**config.mk**
```make
export PLATFORM = sky130hd
export DESIGN_NAME = cfic_top
export DESIGN_NICKNAME = d
export VERILOG_FILES = /design/src/verilog/cfic_pkg.sv /design/src/verilog/cfic_stack.sv /design/src/verilog/cfic_top.sv
export VERILOG_INCLUDE_DIRS = /design/src /design/src/verilog
export SDC_FILE = /design/constraint.sdc
export NUM_CORES = 1
export LEC_CHECK = 0
export CORE_MARGIN = 2
export CORE_UTILIZATION = 43
export CTS_CLUSTER_DIAMETER = 150
export DETAILED_ROUTE_END_ITERATION = 10
export DONT_BUFFER_PORTS = 1
export SYNTH_ARGS = -nofsm -noshare
export SYNTH_HDL_FRONTEND = slang
export SYNTH_SLANG_ARGS = --single-unit
```
**constraint.sdc**
```tcl
create_clock -name aclk -period 2.55 [get_ports aclk]
set_input_delay 0.255 -clock aclk [delete_from_list [all_inputs] [get_ports aclk]]
set_output_delay 0.255 -clock aclk [all_outputs]
set_load 0.01 [all_outputs]
```
**src/verilog/cfic_map.svh**
```systemverilog
// register indices, field positions, reset values and fixed constants of the flow block
`ifndef CFIC_MAP_SVH
`define CFIC_MAP_SVH

// register indices; byte address on the bus is four times the index
`define CFIC_IDX_WINDOW   8'h00
`define CFIC_IDX_PCL      8'h02
`define CFIC_IDX_PTR      8'h04
`define CFIC_IDX_PCH      8'h0A
`define CFIC_IDX_INTERRUPT_CONTROL   8'h0B

// interrupt_control field positions
`define CFIC_B_GIE        7
`define CFIC_B_EN_HI      6
`define CFIC_B_EN_LO      3
`define CFIC_B_TMR_FLAG   2
`define CFIC_B_EXT_FLAG   1
`define CFIC_B_CHG_FLAG   0

// widths and sizes
`define CFIC_ADDR_W       12
`define CFIC_PC_W         13
`define CFIC_TGT_W        11
`define CFIC_PCH_W        5
`define CFIC_STK_DEPTH    8
`define CFIC_STK_PTR_W    3

// fixed values
`define CFIC_PAGE_ZERO    2'h0
`define CFIC_IRQ_VECTOR   13'h0004
`define CFIC_PC_RESET     13'h0000
`define CFIC_PC_ONE       13'h0001
`define CFIC_BYTE_ZERO    8'h00
`define CFIC_EN_RESET     4'h0
`define CFIC_PCH_RESET    5'h00
`define CFIC_PAD_ZERO     3'h0
`define CFIC_RDATA_PAD    24'h000000
`define CFIC_HI_ZERO      2'h0
`define CFIC_PTR_ONE      3'h1
`define CFIC_PTR_TWO      3'h2
`define CFIC_RESP_OKAY    2'h0
`define CFIC_RESP_SLVERR  2'h2

`endif

```
**src/verilog/cfic_pkg.sv**
```systemverilog
// types shared by the program-flow and interrupt control block
package cfic_pkg;
  // sequencer commands
  typedef enum logic [2:0] {
    CFIC_OP_NONE        = 3'h0,
    CFIC_OP_STEP        = 3'h1,
    CFIC_OP_CALL        = 3'h2,
    CFIC_OP_JUMP        = 3'h3,
    CFIC_OP_RET         = 3'h4,
    CFIC_OP_RET_LIT     = 3'h5,
    CFIC_OP_RET_HANDLER = 3'h6,
    CFIC_OP_IRQ_ACK     = 3'h7
  } cfic_op_t;

  // bus read sequencing, one-hot
  typedef enum logic [2:0] {
    CFIC_RD_IDLE = 3'b001,
    CFIC_RD_EXT  = 3'b010,
    CFIC_RD_RESP = 3'b100
  } cfic_rd_state_t;
endpackage : cfic_pkg

```
**src/verilog/cfic_stack.sv**
```systemverilog
// circular eight-entry return stack with registered top-of-stack
`timescale 1ns/1ps
`include "cfic_map.svh"
module cfic_stack (
  input  wire logic                   aclk,
  input  wire logic                   aresetn,
  input  wire logic                   push,
  input  wire logic                   pop,
  input  wire logic [`CFIC_PC_W-1:0]  push_data,
  output logic      [`CFIC_PC_W-1:0]  top_q
);
  import cfic_pkg::*;

  logic [`CFIC_PC_W-1:0]      mem [0:`CFIC_STK_DEPTH-1];
  logic [`CFIC_STK_PTR_W-1:0] ptr_q;

  // storage only, no reset: contents are undefined until pushed
  always_ff @(posedge aclk) begin
    if (push) begin
      mem[ptr_q] <= push_data;
    end
  end

  // circular pointer wrap
  // pointer wraps freely, so overflow and underflow go unnoticed
  always_ff @(posedge aclk) begin
    if (!aresetn) begin
      ptr_q <= '0;
      top_q <= `CFIC_PC_RESET;
    end else if (push) begin
      ptr_q <= ptr_q + `CFIC_PTR_ONE;
      top_q <= push_data;
    end else if (pop) begin
      ptr_q <= ptr_q - `CFIC_PTR_ONE;
      top_q <= mem[ptr_q - `CFIC_PTR_TWO];
    end
  end
endmodule : cfic_stack

```
**src/verilog/cfic_top.sv**
```systemverilog
// program counter, return stack, indirect access and interrupt control behind AXI4-Lite
// How it works
// - global enable passes unmasked interrupts when set, blocks all when clear
// - bits 6..3 enable eeprom, timer, external pin and port-change sources
// - timer flag bit 2 sets on overflow, only software clears it
// - external pin flag bit 1 sets on the external interrupt condition
// - port-change flag bit 0 sets on any watched pin change, software clears
// - flags set regardless of their own enable or the global enable
// - counter is 13 bits; only the low byte is visible as a register
// - only a low byte write takes upper bits from holding register
// - call and jump give an 11-bit target, page bits forced to page zero
// - page bits are ignored here since upper pages do not exist
// - eight by 13-bit return stack with a hidden pointer
// - push on call or interrupt acknowledge, pop on the three exits
// - push and pop leave the holding register alone
// - stack wraps: ninth push overwrites the first
// - nine pops in a row return the first pop's value again
// - no overflow or underflow status exists
// - window access reaches the location named by the pointer register
// - window read through pointer zero returns zero
// - window write through pointer zero changes nothing
// - bank-select bit above the pointer is unused, pointer alone addresses
//
// Design decision made here: the AXI4-Lite register port.
`timescale 1ns/1ps
`include "cfic_map.svh"
module cfic_top (
  input  wire logic                     aclk,
  input  wire logic                     aresetn,
  input  wire logic [`CFIC_ADDR_W-1:0]  awaddr,
  input  wire logic                     awvalid,
  output logic                          awready_q,
  input  wire logic [31:0]              wdata,
  input  wire logic [3:0]               wstrb,
  input  wire logic                     wvalid,
  output logic                          wready_q,
  output logic [1:0]                    bresp_q,
  output logic                          bvalid_q,
  input  wire logic                     bready,
  input  wire logic [`CFIC_ADDR_W-1:0]  araddr,
  input  wire logic                     arvalid,
  output logic                          arready_q,
  output logic [31:0]                   rdata_q,
  output logic [1:0]                    rresp_q,
  output logic                          rvalid_q,
  input  wire logic                     rready,
  input  wire cfic_pkg::cfic_op_t       seq_op,
  input  wire logic [`CFIC_TGT_W-1:0]   seq_target,
  output logic [`CFIC_PC_W-1:0]         program_counter_q,
  output logic                          irq_request_q,
  input  wire logic                     timer_overflow,
  input  wire logic                     ext_pin_event,
  input  wire logic [3:0]               change_watch_pins,
  input  wire logic                     eeprom_done_flag,
  output logic [7:0]                    rf_addr_q,
  output logic                          rf_rd_q,
  output logic                          rf_wr_q,
  output logic [7:0]                    rf_wdata_q,
  input  wire logic [7:0]               rf_rdata
);
  import cfic_pkg::*;

  // ****************************************
  // state
  // ****************************************
  logic                     aw_have_q, w_have_q, wstrb0_q;
  logic [`CFIC_ADDR_W-1:0]  awaddr_q;
  logic [7:0]               wbyte_q;
  cfic_rd_state_t           rd_state_q, rd_state_d;
  logic                     gie_q, tmr_flag_q, ext_flag_q, chg_flag_q;
  logic [3:0]               en_q;
  logic [3:0]               watch_prev_q;
  logic [`CFIC_PCH_W-1:0]   pch_q;
  logic [7:0]               ptr_q;
  logic [`CFIC_PC_W-1:0]    pc_d, stk_top;

  // ****************************************
  // register decode
  // ****************************************
  function automatic logic is_own(input logic [7:0] idx);
    is_own = (idx == `CFIC_IDX_PCL) || (idx == `CFIC_IDX_PTR) ||
             (idx == `CFIC_IDX_PCH) || (idx == `CFIC_IDX_INTERRUPT_CONTROL);
  endfunction : is_own

  wire [7:0] interrupt_control_rd = {gie_q, en_q, tmr_flag_q, ext_flag_q, chg_flag_q};

  // write side: the handshake holds address and data until both are here
  wire       aw_take  = awvalid & awready_q;
  wire       w_take   = wvalid & wready_q;
  wire       wr_fire  = aw_have_q & w_have_q;
  wire [7:0] wr_idx   = awaddr_q[9:2];
  wire       wr_hi_ok = awaddr_q[`CFIC_ADDR_W-1:10] == `CFIC_HI_ZERO;
  wire       wr_win   = wr_hi_ok & (wr_idx == `CFIC_IDX_WINDOW);
  // pointer alone forms the address, no bank bit
  wire [7:0] wr_tgt   = wr_win ? ptr_q : wr_idx;
  wire       wr_map   = wr_win | (wr_hi_ok & is_own(wr_idx));
  wire       wr_en    = wr_fire & wstrb0_q & wr_map;
  // pointer zero matches no target, so the write falls away
  wire       wr_ext   = wr_en & wr_win & (ptr_q != `CFIC_IDX_WINDOW) & !is_own(ptr_q);
  wire       wr_pcl   = wr_en & (wr_tgt == `CFIC_IDX_PCL);
  wire       wr_ptr   = wr_en & (wr_tgt == `CFIC_IDX_PTR);
  wire       wr_pch   = wr_en & (wr_tgt == `CFIC_IDX_PCH);
  wire       wr_ic    = wr_en & (wr_tgt == `CFIC_IDX_INTERRUPT_CONTROL);
  wire       aw_have_d = wr_fire ? 1'b0 : (aw_have_q | aw_take);
  wire       w_have_d  = wr_fire ? 1'b0 : (w_have_q | w_take);
  wire       bvalid_d  = wr_fire | (bvalid_q & !bready);

  // read side
  wire       ar_take  = arvalid & arready_q;
  wire [7:0] rd_idx   = araddr[9:2];
  wire       rd_hi_ok = araddr[`CFIC_ADDR_W-1:10] == `CFIC_HI_ZERO;
  wire       rd_win   = rd_hi_ok & (rd_idx == `CFIC_IDX_WINDOW);
  wire [7:0] rd_tgt   = rd_win ? ptr_q : rd_idx;
  wire       rd_map   = rd_win | (rd_hi_ok & is_own(rd_idx));
  wire       rd_ext   = rd_win & (ptr_q != `CFIC_IDX_WINDOW) & !is_own(ptr_q);
  // pointer zero falls to the last arm, which is zero
  // plain mux, so readback tracks the registers even with the address unchanged
  wire [7:0] rd_local = !rd_map                      ? `CFIC_BYTE_ZERO :
                        (rd_tgt == `CFIC_IDX_PCL)    ? program_counter_q[7:0] :
                        (rd_tgt == `CFIC_IDX_PTR)    ? ptr_q :
                        (rd_tgt == `CFIC_IDX_PCH)    ? {`CFIC_PAD_ZERO, pch_q} :
                        (rd_tgt == `CFIC_IDX_INTERRUPT_CONTROL) ? interrupt_control_rd : `CFIC_BYTE_ZERO;

  // ****************************************
  // bus write channel
  // ****************************************
  // one write in flight; ready drops while a response is pending
  always_ff @(posedge aclk) begin
    if (!aresetn) begin
      aw_have_q <= 1'b0;
      w_have_q  <= 1'b0;
      awready_q <= 1'b0;
      wready_q  <= 1'b0;
      bvalid_q  <= 1'b0;
      bresp_q   <= `CFIC_RESP_OKAY;
    end else begin
      aw_have_q <= aw_have_d;
      w_have_q  <= w_have_d;
      awready_q <= !aw_have_d & !bvalid_d;
      wready_q  <= !w_have_d & !bvalid_d;
      bvalid_q  <= bvalid_d;
      if (wr_fire) begin
        bresp_q <= wr_map ? `CFIC_RESP_OKAY : `CFIC_RESP_SLVERR;
      end
    end
  end

  // payload capture, no reset needed
  always_ff @(posedge aclk) begin
    if (aw_take) begin
      awaddr_q <= awaddr;
    end
    if (w_take) begin
      wbyte_q  <= wdata[7:0];
      wstrb0_q <= wstrb[0];
    end
  end

  // ****************************************
  // bus read channel
  // ****************************************
  // external reads spend one cycle waiting on the register file
  always_comb begin
    rd_state_d = rd_state_q;
    case (rd_state_q)
      CFIC_RD_IDLE: if (ar_take) rd_state_d = rd_ext ? CFIC_RD_EXT : CFIC_RD_RESP;
      CFIC_RD_EXT:  rd_state_d = CFIC_RD_RESP;
      CFIC_RD_RESP: if (rready) rd_state_d = CFIC_RD_IDLE;
      default:      rd_state_d = CFIC_RD_IDLE;
    endcase
  end

  always_ff @(posedge aclk) begin
    if (!aresetn) begin
      rd_state_q <= CFIC_RD_IDLE;
      arready_q  <= 1'b0;
      rvalid_q   <= 1'b0;
      rdata_q    <= '0;
      rresp_q    <= `CFIC_RESP_OKAY;
    end else begin
      rd_state_q <= rd_state_d;
      arready_q  <= rd_state_d == CFIC_RD_IDLE;
      rvalid_q   <= rd_state_d == CFIC_RD_RESP;
      if (ar_take) begin
        rdata_q <= {`CFIC_RDATA_PAD, rd_local};
        rresp_q <= rd_map ? `CFIC_RESP_OKAY : `CFIC_RESP_SLVERR;
      end else if (rd_state_q == CFIC_RD_EXT) begin
        rdata_q <= {`CFIC_RDATA_PAD, rf_rdata};
      end
    end
  end

  // ****************************************
  // register file side port
  // ****************************************
  // strobes carry the pointer as address
  always_ff @(posedge aclk) begin
    if (!aresetn) begin
      rf_rd_q    <= 1'b0;
      rf_wr_q    <= 1'b0;
      rf_addr_q  <= `CFIC_BYTE_ZERO;
      rf_wdata_q <= `CFIC_BYTE_ZERO;
    end else begin
      rf_rd_q    <= ar_take & rd_ext;
      rf_wr_q    <= wr_ext;
      rf_addr_q  <= ptr_q;
      rf_wdata_q <= wbyte_q;
    end
  end

  // ****************************************
  // interrupt control
  // ****************************************
  // any watched pin differing from last cycle's sample
  wire chg_event = |(change_watch_pins ^ watch_prev_q);

  always_ff @(posedge aclk) begin
    watch_prev_q <= change_watch_pins;
  end

  // flag left out of reset on purpose
  // set wins over a software clear in the same cycle
  always_ff @(posedge aclk) begin
    chg_flag_q <= chg_event | (wr_ic ? wbyte_q[`CFIC_B_CHG_FLAG] : chg_flag_q);
  end

  always_ff @(posedge aclk) begin
    if (!aresetn) begin
      gie_q      <= 1'b0;
      en_q       <= `CFIC_EN_RESET;
      tmr_flag_q <= 1'b0;
      ext_flag_q <= 1'b0;
    end else begin
      if (wr_ic) begin
        gie_q <= wbyte_q[`CFIC_B_GIE];
        en_q  <= wbyte_q[`CFIC_B_EN_HI:`CFIC_B_EN_LO];
      end
      // hardware only sets, event beats clear
      // no enable term in the set path
      tmr_flag_q <= timer_overflow | (wr_ic ? wbyte_q[`CFIC_B_TMR_FLAG] : tmr_flag_q);
      ext_flag_q <= ext_pin_event | (wr_ic ? wbyte_q[`CFIC_B_EXT_FLAG] : ext_flag_q);
    end
  end

  // enables in order eeprom, timer, pin, change
  wire [3:0] src_live = en_q & {eeprom_done_flag, tmr_flag_q, ext_flag_q, chg_flag_q};

  // global gate over the masked sources
  always_ff @(posedge aclk) begin
    if (!aresetn) begin
      irq_request_q <= 1'b0;
    end else begin
      irq_request_q <= gie_q & (|src_live);
    end
  end

  // ****************************************
  // program counter and stack
  // ****************************************
  wire is_push = (seq_op == CFIC_OP_CALL) | (seq_op == CFIC_OP_IRQ_ACK);
  wire is_pop  = (seq_op == CFIC_OP_RET) | (seq_op == CFIC_OP_RET_LIT) |
                 (seq_op == CFIC_OP_RET_HANDLER);

  // pointer stays inside, no bus path to it
  // no overflow or underflow output exists
  cfic_stack u_stack (
    .aclk      (aclk),
    .aresetn   (aresetn),
    .push      (is_push),
    .pop       (is_pop),
    .push_data (program_counter_q),
    .top_q     (stk_top)
  );

  // sequencer commands other than step outrank a bus write to the low byte; step yields to it
  always_comb begin
    case (seq_op)
      // 11-bit target, page bits forced to page zero
      CFIC_OP_CALL, CFIC_OP_JUMP: pc_d = {`CFIC_PAGE_ZERO, seq_target};
      CFIC_OP_RET, CFIC_OP_RET_LIT, CFIC_OP_RET_HANDLER: pc_d = stk_top;
      CFIC_OP_IRQ_ACK: pc_d = `CFIC_IRQ_VECTOR;
      // low byte write pulls upper bits from holding register
      CFIC_OP_STEP: pc_d = wr_pcl ? {pch_q, wbyte_q} : program_counter_q + `CFIC_PC_ONE;
      default: pc_d = wr_pcl ? {pch_q, wbyte_q} : program_counter_q;
    endcase
  end

  // full 13-bit counter, only low byte readable
  // holding register moves only on its own write
  always_ff @(posedge aclk) begin
    if (!aresetn) begin
      program_counter_q <= `CFIC_PC_RESET;
      pch_q             <= `CFIC_PCH_RESET;
      ptr_q             <= `CFIC_BYTE_ZERO;
    end else begin
      program_counter_q <= pc_d;
      if (wr_pch) pch_q <= wbyte_q[`CFIC_PCH_W-1:0];
      if (wr_ptr) ptr_q <= wbyte_q;
    end
  end
endmodule : cfic_top
```
==> metrics, run 1 <==
commonest cells after routing, fill and taps aside edfxtp_1, dfxtp_1, nand2_1, nor2_1, buf_4; compound-gate portion of the synthesized area 0.104; setup TNS 0 ns; gr usage total 0.199; worst min path class input pin to register; clk_skew approximately 0.0082 ns; final setup violation count 0; post-synthesis register bit count approximately 220; number of port buffers 0; final period utilization 0.947; mux cell area share after synthesis 0.101; most used flip-flop cell after synthesis edfxtp_1; vias in the first global route 6626; WL final between 20 and 25 mm; number of standard cells in the layout, taps in and fillers out 1154; final hold vios 0; post-layout min period approximately 2.4 ns; Post-Syn Instances a little under 800; GPL Wtd Cong roughly 0.85; syn_area_per_cell between 10 and 15 um^2; total power 0.00865 W; Slew HR 0.302; RSZ-0062 raised after global routing true; largest family of logic cells by synthesized area simple AND/OR/NAND/NOR gates; initial antenna violation count 0; Fmax around 410 MHz; die height approximately 150 um; Slew @ Worst Pin slightly above 1 ns; asr flop ratio synth 0; Peak supply drop ~0.55 mV; Core ar. between 20000 and 25000 um^2; largest net degree at the start of global routing 46; Setup crit start kind register; global-route wire length before repair 36.7 mm; final net count around 960; Slew Limit Fails 0; global route total overflow 0; CP Class register to register; Adder-Cell Fraction of Synth Area 0.00868; CP required 2.94 ns; # diodes 0; Routed Antenna Nets 0; Post-Synth XOR/XNOR Area 0.0156; Residual DRC 0; crit-path max FO 8; pwr dens 765 nW/um^2; dpl cells about 1100; Die W between 150 and 200 um; clk buf depth 3; Rows 54; Routed WL per cell between 20 and 25 um; Worst-path clk slew around 0.060 ns; vias per inst roughly 5.6; clock root buffer clkbuf_16; leakage around 4 nW; 1st-iter DRT viols 275; sequential element share of the synthesized area 0.584; Initial Utilization 0.437; layout cell share with drive strength beyond 1 0.165; Skew-Pair Late Insertion Delay 0.51 ns; Area Overhead vs Synth 18.8%; Arrival @ worst endpoint between 2 and 3 ns; synthesized cell area between 9000 and 10000 um^2; Detailed Routing Iterations Pass 1 4; Worst Setup End Kind register; number of synthesis warnings 0; hpwl dp between 15 and 20 mm; synth unique cells 66; Post-Synth Simple-Gate Area 0.139; status complete, no violations; die area around 23000 um^2; CTS Sinks around 220; Post-synth EDFFs approximately 120; TritonCTS buffer count 23; Max H-tree Level 1; via count 6472; CTS tree done; Ports between 150 and 200; max-cap viol count 0; commonest non-fill, non-tap cell in the layout edfxtp_1
cells in the mapped netlist, drive strengths merged, types with 5 or more instances:
cell type / number / share of area
a21boi: 5 / 0.0039
xnor2: 7 / 0.0064
and2: 25 / 0.016
nor2: 54 / 0.021
dfxtp: 93 / 0.20
xor2: 10 / 0.0092
o21a: 5 / 0.0039
a31oi: 16 / 0.011
nand2b: 9 / 0.0059
o221ai: 5 / 0.0046
or2: 6 / 0.0039
a211oi: 26 / 0.021
clkbuf: 33 / 0.013
nor3: 32 / 0.017
nor2b: 12 / 0.0079
ha: 5 / 0.0066
edfxtp: 123 / 0.39
a21oi: 39 / 0.021
mux2i: 31 / 0.033
mux2: 6 / 0.0071
o21ai: 17 / 0.0089
mux4: 26 / 0.062
nand4: 6 / 0.0039
nor4: 8 / 0.0097
nand3: 24 / 0.013
nand2: 58 / 0.023
and3: 8 / 0.0053
a2111oi: 6 / 0.0062
a311oi: 7 / 0.0064
buf: 37 / 0.027
inv: 15 / 0.0059
layer usage:
| metal | share of wire | GRT usage |
|---|---|---|
| met3 | 0.054 | 0.0347 |
| met1 | 0.42 | 0.252 |
| met5 | 0 | 0 |
| met2 | 0.49 | 0.345 |
| met4 | 0.037 | 0.0714 |
worst max-delay path: stages (launching register included):
cell and delay [ns]:
dfxtp_1 0.34, or4_4 0.57, nand3_1 0.14, nor3b_4 0.22
buf_4 0.19, nand3_1 0.30, mux2i_1 0.20, a221oi_1 0.33
registers in the layout, indices dropped and copies added (netlist names), 3 cells and up:
signal / cells
u_stack.ptr_q: 3
u_stack.mem: 104
pch_q: 5
rdata_q: 8
rd_state_q: 3
rf_wdata_q: 8
wbyte_q: 8
program_counter_q: 13
u_stack.top_q: 13
awaddr_q: 10
en_q: 4
rf_addr_q: 8
ptr_q: 8
watch_prev_q: 4
path summary, 6_finish.rpt:
check / start / endpoint / slack (ns) / cells after the start
worst max-delay path: ptr_q[7]$_SDFFE_PN0P_ / program_counter_q[10]$_SDFFE_PN0P_ / 0.14 / 7
worst min-delay path: eeprom_done_flag / irq_request_q$_SDFF_PN0_ / 0.003 / 2
worst max register to register: ptr_q[7]$_SDFFE_PN0P_ / program_counter_q[10]$_SDFFE_PN0P_ / 0.14 / 7
worst min register to register: en_q[0]$_SDFFE_PN0P_ / en_q[0]$_SDFFE_PN0P_ / 0.48 / 2
cell families after synthesis:
logic type	count (synthesis)
AND/OR/NAND/NOR	254
flip-flops	216
AO/OA/AOI/OAI	147
buffers and inverters	85
multiplexers	63
XOR/XNOR	17
adder cells (fa/ha/maj)	6
other	1
area by class of cell:
type	count	area [um^2]
clock inverters	14	235
clock buffers	28	636
repair buffers	88	823
inverters	15	56.3
well taps	280	350
multi-input cells	513	3650
flip-flops and latches	216	5560
fillers	1856	10500
power by group:
group,internal [W],switching [W],total (W)
clock,0.00240,0.00137,0.00377
combinational,0.000405,0.000531,0.000936
sequential,0.00385,0.0000972,0.00395
metrics by stage:
| stage | util | setup slack [ns] | instance area, um^2 | hold WS (ns) |
|---|---|---|---|---|
| 4_1_cts | 0.517 | 0.0437 | 11200 | 0.0120 |
| 5_1_grt | 0.520 | -0.00202 | 11300 | 0.0244 |
| 6_report | 0.520 | 0.135 | 11300 | 0.00322 |
| 3_5_place_dp | 0.461 | 0.0613 | 10000 | 0.283 |
| 2_1_floorplan | - | 0.0731 | 9610 | 0.283 |
| 3_3_place_gp | 0.461 | 0.173 | 10000 | 0.283 |
timing repair:
action                     in CTS  in global routing
hold buffers                   33                  0
resized for setup               0                  5
setup endpoints to repair       0                 12
hold endpoints to repair       69                  0
buffers inserted                0                  3
Note: power is estimated with default switching activity, not from simulation.
==> inputs of run 2 (changes only) <==
ABC_AREA = 1   (was default)
MAX_ROUTING_LAYER = met4   (was default)
==> run 2 against run 1 <==
  * Register-to-register slack better by 0.09 ns
  * Synthesized cell count up 30%
  * Global-route usage up 1.1 points
  * Die area up 1.5%
  * Clock skew up 0.013 ns
  * Hold slack better by 0.044 ns
  * Count of clock-buffer cells in the layout up 7
  * Synthesized area up 1.5%
  * Setup slack better by 0.092 ns
  * Final cell count up 20%
  * Combinational power up 8%
  * Critical path type unchanged
  * Largest power group unchanged
  * Highest routed layer unchanged
==> metrics, run 2 <==
global-route wire length before repair 38.0 mm (+3.4%); clk_skew 0.0215 ns (+0.0134 ns); Setup crit start kind register; vias in the first global route 6888 (+4.0%); worst min path class input pin to register; Fmax 431 MHz (+4.0%); number of synthesis warnings 0 (unchanged); TritonCTS buffer count 24 (+4.3%); final net count 1193 (+24%); max reg flops 104 (unchanged); status complete, no violations; final setup violation count 0 (unchanged); largest net degree at the start of global routing 66 (+43%); Post-Syn Instances 1026 (+30%); hpwl dp 16.4 mm (+1.1%); Max H-tree Level 1 (unchanged); most used flip-flop cell after synthesis edfxtp_1; Detailed Routing Iterations Pass 1 5 (+1); global route total overflow 0 (unchanged); clk buf depth 3 (unchanged); Final Cell Area 11200 um^2 (-1.1%); CP required 3.01 ns (+0.07 ns); Post-synth EDFFs 123 (unchanged); die area 23700 um^2 (+1.5%); gr busiest metal met2; Post-synth top cells nand2_1, edfxtp_1, nor2_1, o21ai_0, dfxtp_1; Multi-input gate area 3460 um^2 (-5.1%); count leader, synth nand2_1; GPL Wtd Cong 0.915 (+7.9%); post-layout min period 2.32 ns (-0.0925 ns); sequential element share of the synthesized area 0.575 (-0.00855); Initial Utilization 0.440 (+0.00240); CP Class register to register; CTS tree done; final period utilization 0.911 (-0.0363); Routed Antenna Nets 0 (unchanged); Worst Setup End Kind register; number of port buffers 0 (unchanged); largest area contributor in the netlist edfxtp_1; synth unique cells 46 (-30%); Arrival @ worst endpoint 2.79 ns (-0.02 ns); Residual DRC 0 (unchanged); max-cap viol count 0 (unchanged); Routed WL per cell 17.6 um (-14%); Ports 169 (unchanged); die height 154 um (+0.72%); leakage 4.50 nW (+13%); crit-path max FO 7 (-1); synthesized cell area 9660 um^2 (+1.5%); Skew-Pair Late Insertion Delay 0.52 ns (about the same); asr flop ratio synth 0 (unchanged); commonest cells after routing, fill and taps aside nand2_1, edfxtp_1, nor2_1, o21ai_0, dfxtp_1; Slew HR 0.520 (+0.218); WL final 24.4 mm (+3.5%); commonest non-fill, non-tap cell in the layout nand2_1; vias per inst 5.26 (-6.2%); Die W 154 um (+0.72%); Rows 54 (unchanged); placed instance area 10000 um^2 (-0.26%); Core ar. 22000 um^2 (+0.93%); final hold vios 0 (unchanged); layout cell share with drive strength beyond 1 0.111 (-0.0535); 1st-iter DRT viols 505 (+84%); via count 7297 (+13%); met1 Use GR 0.260 (+0.00835); R2R cell count 14 (+7); Most flops, register u_stack.mem; fillcell total 2018 (+8.7%); share of the synthesized area in the top cell type 0.383 (-0.00568); Peak supply drop 0.584 mV (+6.0%); Slew @ Worst Pin 0.719 ns (-0.320 ns); Area Overhead vs Synth 15.8%; gr usage total 0.210 (+0.0107); Sequential Area 5560 um^2 (about the same); clock root buffer clkbuf_16; GRT met2 Usage 0.347 (+0.00241); WHS Path Cells 3 (+1); top post-synthesis cells by area edfxtp_1, dfxtp_1, nand2_1; CTS Sinks 216 (unchanged); post-synthesis register bit count 216 (unchanged); Worst-path clk slew 0.06 ns (about the same); met3 Usage GRT 0.0318 (-0.00285); Largest regs u_stack.mem: 104 flops, program_counter_q: 13 flops, u_stack.top_q: 13 flops; syn_area_per_cell 9.41 um^2 (-22%); initial antenna violation count 1 (+1); Final Core Density 0.509 (-0.0103); Slew Limit Fails 0 (unchanged); pwr dens 736 nW/um^2 (-3.9%)
==> run 2: changes by cell type after synthesis, sizes merged, moves of 25 or more <==
cell	previous run	this run
nand2	58	179
o21ai	17	112
inv	15	93
nor2	54	127
nand3	24	59
mux2i	31	0
mux4	26	0
and2	25	0
==> run 2: worst paths after layout <==
kind / startpoint / endpoint / slack (ns)
max: awaddr_q[4]$_DFFE_PP_ / tmr_flag_q$_SDFF_PN0_ / 0.23
min: change_watch_pins[3] / chg_flag_q$_DFF_P_ / 0.05
max reg2reg: awaddr_q[4]$_DFFE_PP_ / tmr_flag_q$_SDFF_PN0_ / 0.23
min reg2reg: aw_have_q$_SDFF_PN0_ / awready_q$_SDFF_PN0_ / 0.45
==> run 2: power by group <==
group	total, W	internal [W]	switching, W
sequential	0.00402	0.00389	0.000129
clock	0.00319	0.00186	0.00133
combinational	0.00101	0.000338	0.000675
total	0.00823	0.00610	0.00213
==> run 2: worst max-delay path: stages, from the launching register on <==
cell and delay [ns]:
edfxtp_1 0.42, nor2_2 0.14, nand2_1 0.07, nor2_2 0.11, nand2_2 0.12, o21ai_4 0.19, inv_2 0.07, nor2_1 0.11
nand2_2 0.13, inv_4 0.09, nand2_1 0.05, nand3b_1 0.08, nand2_1 0.05, dlygate4sd3_1 0.57, inv_1 0.05
==> run 2: logic make-up after synthesis <==
group                      share of synthesized area
other                                       0.000388
DFF                                            0.575
adders and majority gates                    0.00855
xor gates and xnor gates                      0.0118
AOI/OAI and AO/OA                              0.144
buffers and inverters                         0.0771
and+or+nand+nor                                0.183
==> run 2: cell type report <==
type	count	area share
clock inverters	6	0.00224
multi-input cells	672	0.309
repair buffers	84	0.0665
clock buffers	35	0.0620
well taps	280	0.0313
flip-flops and latches	216	0.497
diodes	1	0.000224
inverters	93	0.0314
==> run 2: layer usage <==
metal  wire [um]  part of all wire
met5           0                 0
met4        1070             0.044
met3        1100             0.045
met2       11800              0.48
met1       10400              0.43
==> run 2: per-stage QoR <==
stage	hold slack, ns	setup slack (ns)	cells	power (W)	TNS, ns
2_1_floorplan	0.283	0.376	1051	0.00474	0
3_3_place_gp	0.283	0.494	1301	0.00503	0
4_1_cts	0.0375	0.0856	1380	0.00829	0
5_1_grt	0.0667	-0.00666	1387	0.00857	-0.00666
3_5_place_dp	0.283	0.460	1301	0.00504	0
6_report	0.0472	0.228	1387	0.00823	0
==> run 2: timing repair <==
action	CTS	global route
hold buffers	38	0
resized for setup	0	2
hold endpoints to repair	95	0
setup buffers	0	6
endpoints found under the setup margin	0	1
